**src/shared/pcs_defines.svh**
```systemverilog
/*
 Constants of the program-flow and indirect-addressing block: widths,
 register offsets, field positions, reset values and the vector address.
 Assumes it is included by bare name; the guard allows repeated inclusion.
*/
`ifndef PCS_DEFINES_SVH
`define PCS_DEFINES_SVH

// Widths
`define PCS_PC_W 13
`define PCS_PCL_W 8
`define PCS_TGT_W 11
`define PCS_LATCH_W 5
`define PCS_SP_W 3
`define PCS_DEPTH 8
`define PCS_IND_W 9
`define PCS_BYTE_W 8
`define PCS_APB_AW 12
`define PCS_APB_DW 32

// Field positions
`define PCS_LATCH_PAGE_MSB 4
`define PCS_LATCH_PAGE_LSB 3
`define PCS_BANK_BIT 7

// Register byte offsets on the bus
`define PCS_OFF_PCL 12'h000
`define PCS_OFF_LATCH 12'h004
`define PCS_OFF_FSR 12'h008
`define PCS_OFF_STATUS 12'h00c
`define PCS_OFF_INDIRECT_DATA_PORT 12'h010

// Reset values and fixed values
`define PCS_PC_RST 13'h0000
`define PCS_PC_STEP 13'h0001
`define PCS_LATCH_RST 5'h00
`define PCS_FSR_RST 8'h00
`define PCS_FSR_SELF 8'h00
`define PCS_INT_VECTOR 13'h0004
`define PCS_SP_STEP 3'h1

`endif

```
**src/hw/pcs_dummy_unused.sv**
```systemverilog
`timescale 1ns/1ps

```
**src/shared/pcs_pkg.sv**
```systemverilog
/*
 Types of the program-flow block: flow operations from the decoder and
 the states of the register bus slave.
 Assumes the constants header is on the include path.
*/
`include "pcs_defines.svh"

package pcs_pkg;

    // Flow operation presented by the decoder with each instruction
    typedef enum logic [2:0] {
        PCS_OP_STEP = 3'b000,
        PCS_OP_CALL = 3'b001,
        PCS_OP_JUMP = 3'b010,
        PCS_OP_RET = 3'b011,
        PCS_OP_RETLIT = 3'b100,
        PCS_OP_RETINT = 3'b101,
        PCS_OP_VECTOR = 3'b110
    } pcs_op_t;

    // Bus slave states
    typedef enum logic [1:0] {
        PCS_BUS_IDLE = 2'b00,
        PCS_BUS_RD1 = 2'b01,
        PCS_BUS_RD2 = 2'b10,
        PCS_BUS_DONE = 2'b11
    } pcs_bus_st_t;

endpackage

```
**src/hw/pcs_flow.sv**
```systemverilog
/*
 Program counter, page latch, return stack and indirect data addressing,
 with an APB slave for the software-visible registers.
 Assumes the decoder presents one flow operation per instruction on the
 same clock, and a data memory that returns read data one cycle after
 its read strobe is registered (on the edge that samples it).
*/
`timescale 1ns/1ps
`include "pcs_defines.svh"

module pcs_flow
    import pcs_pkg::*;
(
    input wire logic sys_clk_i,                       // System clock
    input wire logic rst_i,                           // Async reset, high
    input wire logic psel_i,                          // APB select
    input wire logic penable_i,                       // APB enable
    input wire logic pwrite_i,                        // APB direction
    input wire logic [`PCS_APB_AW-1:0] paddr_i,       // APB byte address
    input wire logic [`PCS_APB_DW-1:0] pwdata_i,      // APB write data
    output logic [`PCS_APB_DW-1:0] prdata_o,          // APB read data
    output logic pready_o,                            // APB ready
    output logic pslverr_o,                           // APB error
    input wire logic op_valid_i,                      // Instruction executes
    input wire pcs_op_t op_i,                         // Flow operation
    input wire logic [`PCS_TGT_W-1:0] target_i,       // Branch target
    input wire logic [`PCS_BYTE_W-1:0] dmem_rdata_i,  // Data memory read
    output logic [`PCS_PC_W-1:0] pc_o,                // Fetch address
    output logic [`PCS_IND_W-1:0] ind_addr_o,         // Indirect address
    output logic [`PCS_IND_W-1:0] dmem_addr_o,        // Data memory address
    output logic dmem_re_o,                           // Data memory read
    output logic dmem_we_o,                           // Data memory write
    output logic [`PCS_BYTE_W-1:0] dmem_wdata_o       // Data memory data
);

    ////////////////////////////////////////////////////////////////////
    // Program flow state
    logic [`PCS_PC_W-1:0] pc_r;          // Program counter
    logic [`PCS_PC_W-1:0] pc_nxt;
    logic [`PCS_PC_W-1:0] pc_inc;        // Address of next instruction
    logic [`PCS_LATCH_W-1:0] latch_r;    // Page and high-byte latch
    logic [`PCS_LATCH_W-1:0] latch_nxt;
    logic push;                          // Stack push this cycle
    logic pop;                           // Stack pop this cycle
    logic [`PCS_PC_W-1:0] push_data;     // Value pushed
    logic [`PCS_PC_W-1:0] stack_top;     // Value a pop returns

    // Indirect addressing state
    logic [`PCS_BYTE_W-1:0] fsr_r;       // File select pointer
    logic [`PCS_BYTE_W-1:0] fsr_nxt;
    logic bank_r;                        // Indirect bank bit
    logic bank_nxt;
    logic [`PCS_IND_W-1:0] ind_addr;     // Bank bit over pointer
    logic fsr_self;                      // Pointer selects the port itself

    // Bus slave state
    pcs_bus_st_t st_r;                   // Slave phase
    pcs_bus_st_t st_nxt;
    logic pready_r;                      // Ready to master
    logic pready_nxt;
    logic pslverr_r;                     // Error to master
    logic pslverr_nxt;
    logic [`PCS_APB_DW-1:0] prdata_r;    // Read data to master
    logic [`PCS_APB_DW-1:0] prdata_nxt;
    logic dre_r;                         // Memory read strobe
    logic dre_nxt;
    logic dwe_r;                         // Memory write strobe
    logic dwe_nxt;
    logic [`PCS_IND_W-1:0] daddr_r;      // Memory address
    logic [`PCS_IND_W-1:0] daddr_nxt;
    logic [`PCS_BYTE_W-1:0] dwdata_r;    // Memory write data
    logic [`PCS_BYTE_W-1:0] dwdata_nxt;

    // Decode helpers
    logic access;                        // Access phase in progress
    logic wr_commit;                     // Write takes effect this edge
    logic hit_pcl;
    logic hit_latch;
    logic hit_fsr;
    logic hit_status;
    logic hit_indirect_data_port;
    logic mapped;                        // Address is a known register
    logic [`PCS_APB_DW-1:0] reg_rd;      // Read value of a register

    ////////////////////////////////////////////////////////////////////
    // Address decode and indirect address
    assign access = psel_i && penable_i;
    assign wr_commit = (st_r == PCS_BUS_DONE) && pwrite_i;
    assign hit_pcl = (paddr_i == `PCS_OFF_PCL);
    assign hit_latch = (paddr_i == `PCS_OFF_LATCH);
    assign hit_fsr = (paddr_i == `PCS_OFF_FSR);
    assign hit_status = (paddr_i == `PCS_OFF_STATUS);
    assign hit_indirect_data_port = (paddr_i == `PCS_OFF_INDIRECT_DATA_PORT);
    assign mapped = hit_pcl || hit_latch || hit_fsr || hit_status
                    || hit_indirect_data_port;
    // Bank bit sits above the 8-bit pointer
    assign ind_addr = {bank_r, fsr_r};
    assign fsr_self = (fsr_r == `PCS_FSR_SELF);

    ////////////////////////////////////////////////////////////////////
    // Register read mux
    always_comb begin
        reg_rd = '0;
        if (hit_pcl) begin
            // Only the low byte of the PC is visible
            reg_rd = `PCS_APB_DW'(pc_r[`PCS_PCL_W-1:0]);
        end else if (hit_latch) begin
            reg_rd = `PCS_APB_DW'(latch_r);
        end else if (hit_fsr) begin
            reg_rd = `PCS_APB_DW'(fsr_r);
        end else if (hit_status) begin
            reg_rd[`PCS_BANK_BIT] = bank_r;
        end
    end

    ////////////////////////////////////////////////////////////////////
    // Bus slave sequencing and indirect memory strobes
    always_comb begin
        st_nxt = st_r;
        pready_nxt = 1'b0;
        pslverr_nxt = 1'b0;
        prdata_nxt = prdata_r;
        dre_nxt = 1'b0;
        dwe_nxt = 1'b0;
        daddr_nxt = daddr_r;
        dwdata_nxt = dwdata_r;
        unique case (st_r)
            PCS_BUS_IDLE: begin
                if (access) begin
                    if (hit_indirect_data_port && !pwrite_i && !fsr_self) begin
                        // Port has no storage: read the pointed byte
                        dre_nxt = 1'b1;
                        daddr_nxt = ind_addr;
                        st_nxt = PCS_BUS_RD1;
                    end else begin
                        // Port reading itself gives zero
                        prdata_nxt = (pwrite_i || hit_indirect_data_port) ? '0 : reg_rd;
                        pslverr_nxt = !mapped;
                        pready_nxt = 1'b1;
                        st_nxt = PCS_BUS_DONE;
                    end
                end
            end
            PCS_BUS_RD1: begin
                // Memory samples the strobe during this cycle
                st_nxt = PCS_BUS_RD2;
            end
            PCS_BUS_RD2: begin
                prdata_nxt = `PCS_APB_DW'(dmem_rdata_i);
                pready_nxt = 1'b1;
                st_nxt = PCS_BUS_DONE;
            end
            PCS_BUS_DONE: begin
                st_nxt = PCS_BUS_IDLE;
                // Indirect write goes to the pointed byte
                // and is dropped when the port points at itself
                if (wr_commit && hit_indirect_data_port && !fsr_self) begin
                    dwe_nxt = 1'b1;
                    daddr_nxt = ind_addr;
                    dwdata_nxt = pwdata_i[`PCS_BYTE_W-1:0];
                end
            end
        endcase
    end

    // Bus slave registers
    always_ff @(posedge sys_clk_i or posedge rst_i) begin
        if (rst_i) begin
            st_r <= PCS_BUS_IDLE;
            pready_r <= 1'b0;
            pslverr_r <= 1'b0;
            prdata_r <= '0;
            dre_r <= 1'b0;
            dwe_r <= 1'b0;
            daddr_r <= '0;
            dwdata_r <= '0;
        end else begin
            st_r <= st_nxt;
            pready_r <= pready_nxt;
            pslverr_r <= pslverr_nxt;
            prdata_r <= prdata_nxt;
            dre_r <= dre_nxt;
            dwe_r <= dwe_nxt;
            daddr_r <= daddr_nxt;
            dwdata_r <= dwdata_nxt;
        end
    end

    ////////////////////////////////////////////////////////////////////
    // Software register writes
    always_comb begin
        latch_nxt = latch_r;
        fsr_nxt = fsr_r;
        bank_nxt = bank_r;
        if (wr_commit && hit_latch) begin
            // Latch changes only by software, never by the stack
            latch_nxt = pwdata_i[`PCS_LATCH_W-1:0];
        end
        if (wr_commit && hit_fsr) begin
            fsr_nxt = pwdata_i[`PCS_BYTE_W-1:0];
        end
        if (wr_commit && hit_status) begin
            bank_nxt = pwdata_i[`PCS_BANK_BIT];
        end
    end

    ////////////////////////////////////////////////////////////////////
    // Program counter and stack control
    always_comb begin
        pc_inc = pc_r + `PCS_PC_STEP;
        pc_nxt = pc_r;
        push = 1'b0;
        pop = 1'b0;
        push_data = pc_inc;
        if (wr_commit && hit_pcl) begin
            // Low-byte write pulls the upper bits from the latch
            pc_nxt = {latch_r, pwdata_i[`PCS_PCL_W-1:0]};
        end else if (op_valid_i) begin
            unique case (op_i)
                PCS_OP_STEP: begin
                    pc_nxt = pc_inc;
                end
                PCS_OP_CALL: begin
                    // Return address is the next instruction
                    push = 1'b1;
                    push_data = pc_inc;
                    // Page from latch, offset from the word
                    pc_nxt = {latch_r[`PCS_LATCH_PAGE_MSB:`PCS_LATCH_PAGE_LSB],
                              target_i};
                end
                PCS_OP_JUMP: begin
                    // Same paging as a call, nothing pushed
                    pc_nxt = {latch_r[`PCS_LATCH_PAGE_MSB:`PCS_LATCH_PAGE_LSB],
                              target_i};
                end
                PCS_OP_RET, PCS_OP_RETLIT, PCS_OP_RETINT: begin
                    // Whole 13-bit PC comes back from the stack
                    pop = 1'b1;
                    pc_nxt = stack_top;
                end
                PCS_OP_VECTOR: begin
                    // Interrupted instruction has not run; resume at it
                    push = 1'b1;
                    push_data = pc_r;
                    pc_nxt = `PCS_INT_VECTOR;
                end
                default: begin
                    // Unknown operation behaves as a no-operation
                    pc_nxt = pc_inc;
                end
            endcase
        end
    end

    // Return stack
    pcs_ret_stack u_stack (
        .sys_clk_i(sys_clk_i),
        .rst_i(rst_i),
        .push_i(push),
        .pop_i(pop),
        .push_data_i(push_data),
        .top_o(stack_top)
    );

    // Flow and pointer registers; every reset clears the PC
    always_ff @(posedge sys_clk_i or posedge rst_i) begin
        if (rst_i) begin
            pc_r <= `PCS_PC_RST;
            latch_r <= `PCS_LATCH_RST;
            fsr_r <= `PCS_FSR_RST;
            bank_r <= 1'b0;
        end else begin
            pc_r <= pc_nxt;
            latch_r <= latch_nxt;
            fsr_r <= fsr_nxt;
            bank_r <= bank_nxt;
        end
    end

    ////////////////////////////////////////////////////////////////////
    // Outputs
    assign pc_o = pc_r;
    assign ind_addr_o = ind_addr;
    assign prdata_o = prdata_r;
    assign pready_o = pready_r;
    assign pslverr_o = pslverr_r;
    assign dmem_addr_o = daddr_r;
    assign dmem_re_o = dre_r;
    assign dmem_we_o = dwe_r;
    assign dmem_wdata_o = dwdata_r;
endmodule

```
**src/hw/pcs_ret_stack.sv**
```systemverilog
/*
 Circular return stack of eight 13-bit entries with a hidden pointer.
 Assumes push and pop never arrive in the same cycle.
*/
`timescale 1ns/1ps
`include "pcs_defines.svh"

module pcs_ret_stack
    import pcs_pkg::*;
(
    input wire logic sys_clk_i,
    input wire logic rst_i,
    input wire logic push_i,
    input wire logic pop_i,
    input wire logic [`PCS_PC_W-1:0] push_data_i,
    output logic [`PCS_PC_W-1:0] top_o
);

    ////////////////////////////////////////////////////////////////////
    // State
    logic [`PCS_PC_W-1:0] mem_r [`PCS_DEPTH];   // Entries, no reset
    logic [`PCS_SP_W-1:0] sp_r;                 // Next free slot
    logic [`PCS_SP_W-1:0] sp_nxt;
    logic [`PCS_SP_W-1:0] sp_top;               // Most recent entry

    ////////////////////////////////////////////////////////////////////
    // Pointer moves; the 3-bit count wraps with no flag
    // Nothing reports overflow or underflow
    always_comb begin
        sp_top = sp_r - `PCS_SP_STEP;
        sp_nxt = sp_r;
        if (push_i) begin
            sp_nxt = sp_r + `PCS_SP_STEP;
        end else if (pop_i) begin
            sp_nxt = sp_top;
        end
    end

    // Top entry is read ahead of the pop
    assign top_o = mem_r[sp_top];

    // Pointer register, hidden from software
    always_ff @(posedge sys_clk_i or posedge rst_i) begin
        if (rst_i) begin
            sp_r <= '0;
        end else begin
            sp_r <= sp_nxt;
        end
    end

    // One entry per slot; a push overwrites the oldest on wrap
    genvar gi;
    generate
        for (gi = 0; gi < `PCS_DEPTH; gi++) begin : g_slot
            always_ff @(posedge sys_clk_i) begin
                if (push_i && (sp_r == `PCS_SP_W'(gi))) begin
                    mem_r[gi] <= push_data_i;
                end
            end
        end
    endgenerate
endmodule

```
**config.mk**
```make
export PLATFORM = sky130hd
export DESIGN_NAME = pcs_flow
export DESIGN_NICKNAME = d
export VERILOG_FILES = /design/src/hw/pcs_dummy_unused.sv /design/src/shared/pcs_pkg.sv /design/src/hw/pcs_flow.sv /design/src/hw/pcs_ret_stack.sv
export VERILOG_INCLUDE_DIRS = /design/src /design/src/shared
export SDC_FILE = /design/constraint.sdc
export NUM_CORES = 1
export LEC_CHECK = 0
export ABC_AREA = 0
export BUFFER_PORTS_ARGS = -buffer_cell sky130_fd_sc_hd__buf_4
export CAP_MARGIN = 20
export CORE_ASPECT_RATIO = 0.7
export CORE_MARGIN = 8
export CORE_UTILIZATION = 33
export CTS_CLUSTER_SIZE = 14
export DETAILED_ROUTE_END_ITERATION = 6
export SYNTH_ARGS = -nofsm -noshare
export SYNTH_HDL_FRONTEND = slang
export SYNTH_SLANG_ARGS = --single-unit
```
**constraint.sdc**
```tcl
create_clock -name sys_clk_i -period 7.1 [get_ports sys_clk_i]
set_clock_uncertainty 0.1 [all_clocks]
set_input_delay 1.42 -clock sys_clk_i [delete_from_list [all_inputs] [get_ports sys_clk_i]]
set_output_delay 1.42 -clock sys_clk_i [all_outputs]
set_load 0.05 [all_outputs]
```
Word-level counts from Yosys, hierarchy flattened. Memories as Yosys holds them, arrays and structs flattened. Cells that the tools add are included.

Equality and inequality tests: 24. $add $sub $neg: 3. Multiplexer cells: 78. Reductions and logical operators: 47.

Operators with widths (number): 13-bit two-way mux (12); 32-bit two-way mux (3); 13-bit OR reduction (7); 32-bit case mux with 2 select lines (1); 1-bit two-way mux (41); 13-bit case mux with 3 select lines (1); 3-bit two-way mux (9); 9-bit two-way mux (3); 12-bit by 4-bit equality test with 1-bit output, second input constant (2); 3-bit equality test, second input constant (7); 1-bit logical AND (18); 9-bit case mux with 2 select lines (1); 8-bit two-way mux (2); 13-bit by 1-bit adder with 13-bit output, second input constant (1); 12-bit by 3-bit equality test with 1-bit output, second input constant (1); 12-bit by 5-bit equality test with 1-bit output, second input constant (1); 3-bit by 2-bit equality test with 1-bit output, second input constant (4); 12-bit logical NOT (1); 8-bit logical NOT (1); 2-bit case mux with 4 select lines (1); 2-bit nonzero test (4); 7-bit two-way mux (1); 3-bit by 1-bit equality test with 1-bit output, second input constant (2); 2-bit inequality test, second input constant (3); 16 further kinds (25).

Memories kept: 1. Register bits after elaboration: 85. Input port bits: 72. Output and inout port bits: 75. Memory bits (writable): 104. Logic and storage cells: 166.

Memory list: u_stack.mem_r (words 8, bits a word 13, rd ports 1, clocked after Yosys merged registers in 0, write ports 1, line pcs_ret_stack.sv:21) `` logic [`PCS_PC_W-1:0] mem_r [`PCS_DEPTH]; ``.

Longest topological paths before layout.
Depth after elaboration: 16. Depth in mapped cells: 11. Gate-level depth less buffers: 7.

By module. Synthesis repeated with hierarchy kept, for this count alone.

Cells, all modules: 705. Area, all modules: 8518.2 µm².

Modules (own cells, without submodules): pcs_ret_stack (area each 4464.3 µm², instances 1, cells each 271, sequential area each 3198.1 µm²); pcs_flow (area each 4053.9 µm², instances 1, cells each 434, sequential area each 1451.4 µm²).

Least setup slack after synthesis. OpenSTA, ideal clock, no wires.

Path kind: in2reg. Start point: input port paddr_i[2]. End point: memory u_stack.mem_r[4][0] in the netlist's numbering (enable). Stages: 7. Slack: 3456 ps. Data arrival time: 3240 ps. Required time: 6697 ps. Cell sequence: clkbuf_1 or4_1 or4_1 nand2_1 buf_2 nor2_1 and3_1.

Cells in the longest elaborated chain, start to end: 14.

RTL lines: from (decl) (line pcs_flow.sv:19) `` input wire logic [`PCS_APB_AW-1:0] paddr_i, ``; 12-bit logical NOT (no line) (*); 1-bit logical AND (*) (line pcs_flow.sv:215) `if (wr_commit && hit_pcl) begin`; 1-bit two-way mux (*) (line pcs_flow.sv:215); 1-bit logical AND (line pcs_ret_stack.sv:56) `` if (push_i && (sp_r == `PCS_SP_W'(gi))) begin ``; 1-bit two-way mux (line pcs_ret_stack.sv:56); 1-bit two-way mux (implied by the code) (line pcs_ret_stack.sv:57) `mem_r[gi] <= push_data_i;`; 13-bit OR reduction (no line); 3-bit two-way mux (no line) or 1-bit two-way mux (tied branches) (7 in a row); to (decl) (line pcs_ret_stack.sv:21).

Every way passes the cells marked *; elsewhere a longest branch is shown, timed or not.

Worst setup path after layout.
Start point: input port paddr_i[9]. End point: memory u_stack.mem_r[5][5] in the netlist's numbering, data pin.

RTL lines: 12-bit logical NOT (no line) (*); 1-bit logical AND (*) (line pcs_flow.sv:215); 13-bit two-way mux (*) (line pcs_flow.sv:215); named net push_data[5] (line pcs_flow.sv:45) `` logic [`PCS_PC_W-1:0] push_data; ``; 13-bit two-way mux (no line) (6 in a row); 13-bit two-way mux (no line) (*).

The timed path passes the listed nets; every way through them passes the cells marked *.

==> metrics.sh <==
STATUS='finished clean'
SYNTH-SEQ-CELLS=165
DETAIL-ROUTE-ANTENNA-NETS=0
P_INT_mW=2.154
STARTPOINT_TYPE='primary input'
NUMBER_OF_SYNTHESIZED_FLOPS_WITH_AN_ENABLE_PIN=104
N_FILL_CELL=2237
CRITICAL_PATH.TOP_DELAY_FAMILY='simple AND/OR/NAND/NOR gates'
P_LEAK_nW=3.721
COUNT_OF_ENDPOINTS_FAILING_HOLD_IN_THE_FINAL_TIMING_REPORT=0
FMAXACHIEVABLE_MHz=246.7
WORST_IR_DROP_VDD_mV=0.1907
WORST-SLEW-PIN-TRANSITION_NS=1.081
CRIT_BUF_INV=1
VIAS_PER_CELL=5.225
DESIGN.CORE.AREA_MM2=0.02370
HORIZ_DIE_DIM_UM=202.0
END_KIND='flop'
POWER.SHARE.COMBINATIONAL_PCT=34.8
POST_CTS.REPAIR.SETUP_BUFFERS=0
DRT_FIRST_ITER_VIOLATIONS=488
TIMING.CRITICAL_PATH.SLOWEST_STAGE_CELL='nor4_2'
HTREEDEPTH=4
TRITONCTS='built'
IO_PINS=147
SYN-CELL-AREA_MM2=0.007990
RSZ0062_AT_GRT='false'
LAYOUT.CORE_UTILIZATION_PCT=40.12
YOSYS.AREA_SHARE.ADDER_PCT=1.723
GRT_UTIL_ALL_LAYERS_PCT=14.72
CRIT_REQUIRED_NS=7.14
CLOCK_POWER_SHARE_PCT=26.1
FINAL_COMMON_CELL='edfxtp_1'
GP_CONGESTION=0.8872
SETUP_VIOL=0
POSTSYNTHCELLCOUNT=592
TIMING.HOLD.WORST.CLASS='reg2reg'
GLOBAL_ROUTE_WIRE_LENGTH_BEFORE_REPAIR_UM=33080
PLACE_WS_NS=2.666
PORT-BUFFER-COUNT=98
SYNTH_XOR_AREA_SHARE_PCT=2.631
REL_SLEW_SLACK_PCT=27.77
RATIO_OF_TOTAL_POWER_TO_CELL_AREA_mW_PER_MM2=368.7
SYNTH_SEQ_AREA_SHARE_PCT=58.19
DRIVE_ABOVE_1_SHARE_PCT=31.88
TIMING.CRITICAL_PATH.SLOWEST_CELL_DELAY_NS=0.71
YOSYSWARNINGCOUNT=0
GRT_START_MAX_NET_PINS=62
SYNTH.LIB_CELLS_USED.DISTINCT=70
CTS_BUFFERS=17
DPL-INSTANCE-AREA_MM2=0.008911
SYNTHTOPCELLSBYAREA='edfxtp_1 39%, dfrtp_1 19%, mux4_2 7.3%'
WORSTSETUPPATHTYPE='in2reg'
NETLIST.AREA_LEADER.SHARE_PCT=39.09
ROUTED_WL_PER_CELL_UM=22.13
N_ANTENNA_CELL=0
NUMBER_OF_GLOBAL_ROUTE_VIAS_BEFORE_REPAIR=5114
YOSYS_MOST_USED_DFF='edfxtp_1'
CTS_RESIZED=0
SETUP_TNS_NS=0
FINAL_CELL_MIX='104 x edfxtp_1, 102 x buf_4, 60 x dfrtp_1'
ANTENNA_FOUND_INITIAL=0
POST_SYNTHESIS_SIMPLE_GATE_AREA_FRACTION_PCT=10.73
SYNTHDOMINANTAREACELLTYPE='edfxtp_1'
ROUTED_WIRELENGTH_UM=22310
GRT_OVERFLOW_TOTAL=0
FINAL_CRITICAL_PATH_SETUP_SLACK_NS=3.046
DRT-PASS1-ITER-COUNT=6
ASYNC_FLOP_SHARE_PCT=36.97
PATH_MAX_FANOUT=10
SW_POWER_mW=1.352
CTS.PATH.MAX_BUFFERS=2
SYNTH_TOP_FAMILY_BY_AREA='multiplexers'
PERIOD_NEEDED_NS=4.054
WORSTPATHCELLLIST='buf_4 -> or4_4 -> nor4_2 -> nor3_2 -> or3_1 -> xnor2_1'
START_UTIL_PCT=33.72
LAYOUT_WORST_PATH_CYCLE_SHARE_PCT=57.10
PLACE.DETAILED.HPWL_UM=16330
FP.DIEH_UM=146.2
SYN_AVG_CELL_AREA_UM2=13.50
FRACTION_OF_THE_MAPPED_NETLIST_AREA_IN_COMPOUND_GATES_PCT=8.534
CTS_HOLD_REPAIR.BUFFERS=0
DESIGN_POWER_TOTAL_mW=3.505
FINAL_MAX_SLEW_VIOLS=0
VIAS=5267
AREA_DELTA_SYNTH_FINAL_PCT=18.99
POWER_FRAC_SEQ_PCT=39.1
MULTIPLEXER_AREA_FRACTION_AFTER_SYNTHESIS_PCT=13.22
FP.DIEAREA_MM2=0.02953
LAYOUT_NETS=760
MAX_CAP_VIOLATIONS=0
CRITPATHARRIVALTIME_NS=4.09
INSERTION_DELAY_NS=0.43
NUM_ROWS=47
CLK_PIN_SLEW_WORST_PATHS_NS=0.07
REMAINING_DRC_ERRORS=0
NUMBER_OF_SINKS_HANDLED_BY_CLOCK_TREE_SYNTHESIS=165
NETSWITCHINGFRACTION_PCT=38.56
POST-ROUTE-CELL-AREA_MM2=0.009508
CTS.ROOT.BUFFER_CELL='clkbuf_16'
-- Yosys cell counts, drive strengths merged, types with 6 or more instances --
cell	count
edfxtp	104
dfrtp	61
mux2	40
buf	33
nand2	33
nor2	32
clkbuf	26
mux4	26
o21ai	20
xnor2	17
inv	16
nand3	16
a21oi	13
nor3	13
o211ai	13
ha	11
nor4	9
and2	7
or3	7
xor2	7
a31oi	6
o2111ai	6
or2	6
-- stage by stage --
step,instances,hold slack (ns)
6_report,1008,0.4075
5_1_grt,1008,0.4249
4_1_cts,1008,0.4132
3_5_place_dp,976,0.3967
3_3_place_gp,976,0.3913
2_1_floorplan,615,0.3852
-- final timing paths --
path,depth (start not counted),slack (ns),to,from
worst max-delay path,6,3.05,u_stack.mem_r[5][5]$_DFFE_PP_,paddr_i[9]
worst min-delay path,1,0.41,dmem_addr_o[1]$_DFFE_PP0P_,dmem_addr_o[1]$_DFFE_PP0P_
worst max register to register,8,3.20,pc_o[1]$_DFFE_PP0P_,u_stack.sp_r[0]$_DFFE_PP0P_
worst min register to register,1,0.41,dmem_addr_o[1]$_DFFE_PP0P_,dmem_addr_o[1]$_DFFE_PP0P_
max in group asynchronous,3,5.17,u_stack.sp_r[0]$_DFFE_PP0P_,rst_i
min in group asynchronous,3,1.11,dmem_wdata_o[2]$_DFFE_PP0P_,rst_i
-- power by group through the flow --
stage | clock, mW | sequential [mW] | combinational (mW)
after floorplan | 0 | 1.45 | 0.756
after global placement | 0 | 1.39 | 1.20
after detailed placement | 0 | 1.39 | 1.22
after CTS | 0.934 | 1.37 | 1.22
after global routing | 0.968 | 1.39 | 1.30
final | 0.916 | 1.37 | 1.22
-- registers in the layout, summed over array words and instances (netlist names) --
| name | count |
|---|---|
| u_stack.mem_r | 104 |
| bank_r | 1 |
| pslverr_o | 1 |
| latch_r | 5 |
| fsr_r | 8 |
| pc_o | 13 |
| st_r | 2 |
| dmem_addr_o | 9 |
| pready_o | 1 |
| dmem_re_o | 1 |
| u_stack.sp_r | 3 |
| dmem_we_o | 1 |
| prdata_o | 8 |
| dmem_wdata_o | 8 |
-- per-layer routing --
metal / global-route usage, % / part of all wire (%) / up-vias / routed length (µm)
met4: 2.769 / 0.39 / 0 / 86
met1: 22.36 / 50 / 2687 / 11180
li1: - / - / 2372 / -
met3: 3.537 / 6.3 / 8 / 1410
met2: 20.90 / 43 / 200 / 9635
met5: 0 / 0 / - / 0
-- final cells by class --
class	instances	area, µm²	share of cell area [%]
clock buffer	18	439.2	4.619
multi-input combinational	374	3033	31.90
tap	318	397.9	4.185
timing repair buffer	102	765.7	8.054
sequential	165	4651	48.91
inverter	17	63.81	0.6711
clock inverter	14	157.7	1.658
-- logic make-up (layout without fill, tap and decap cells) --
kind of cell	Yosys count	in the layout
other	1	24
muxes	68	68
AOI/OAI and AO/OA	96	96
xor gates and xnor gates	24	24
adders and majority gates	11	11
DFF	165	165
buffers and inverters	76	151
and+or+nand+nor	151	151
Power figures use the tool's default switching activity.
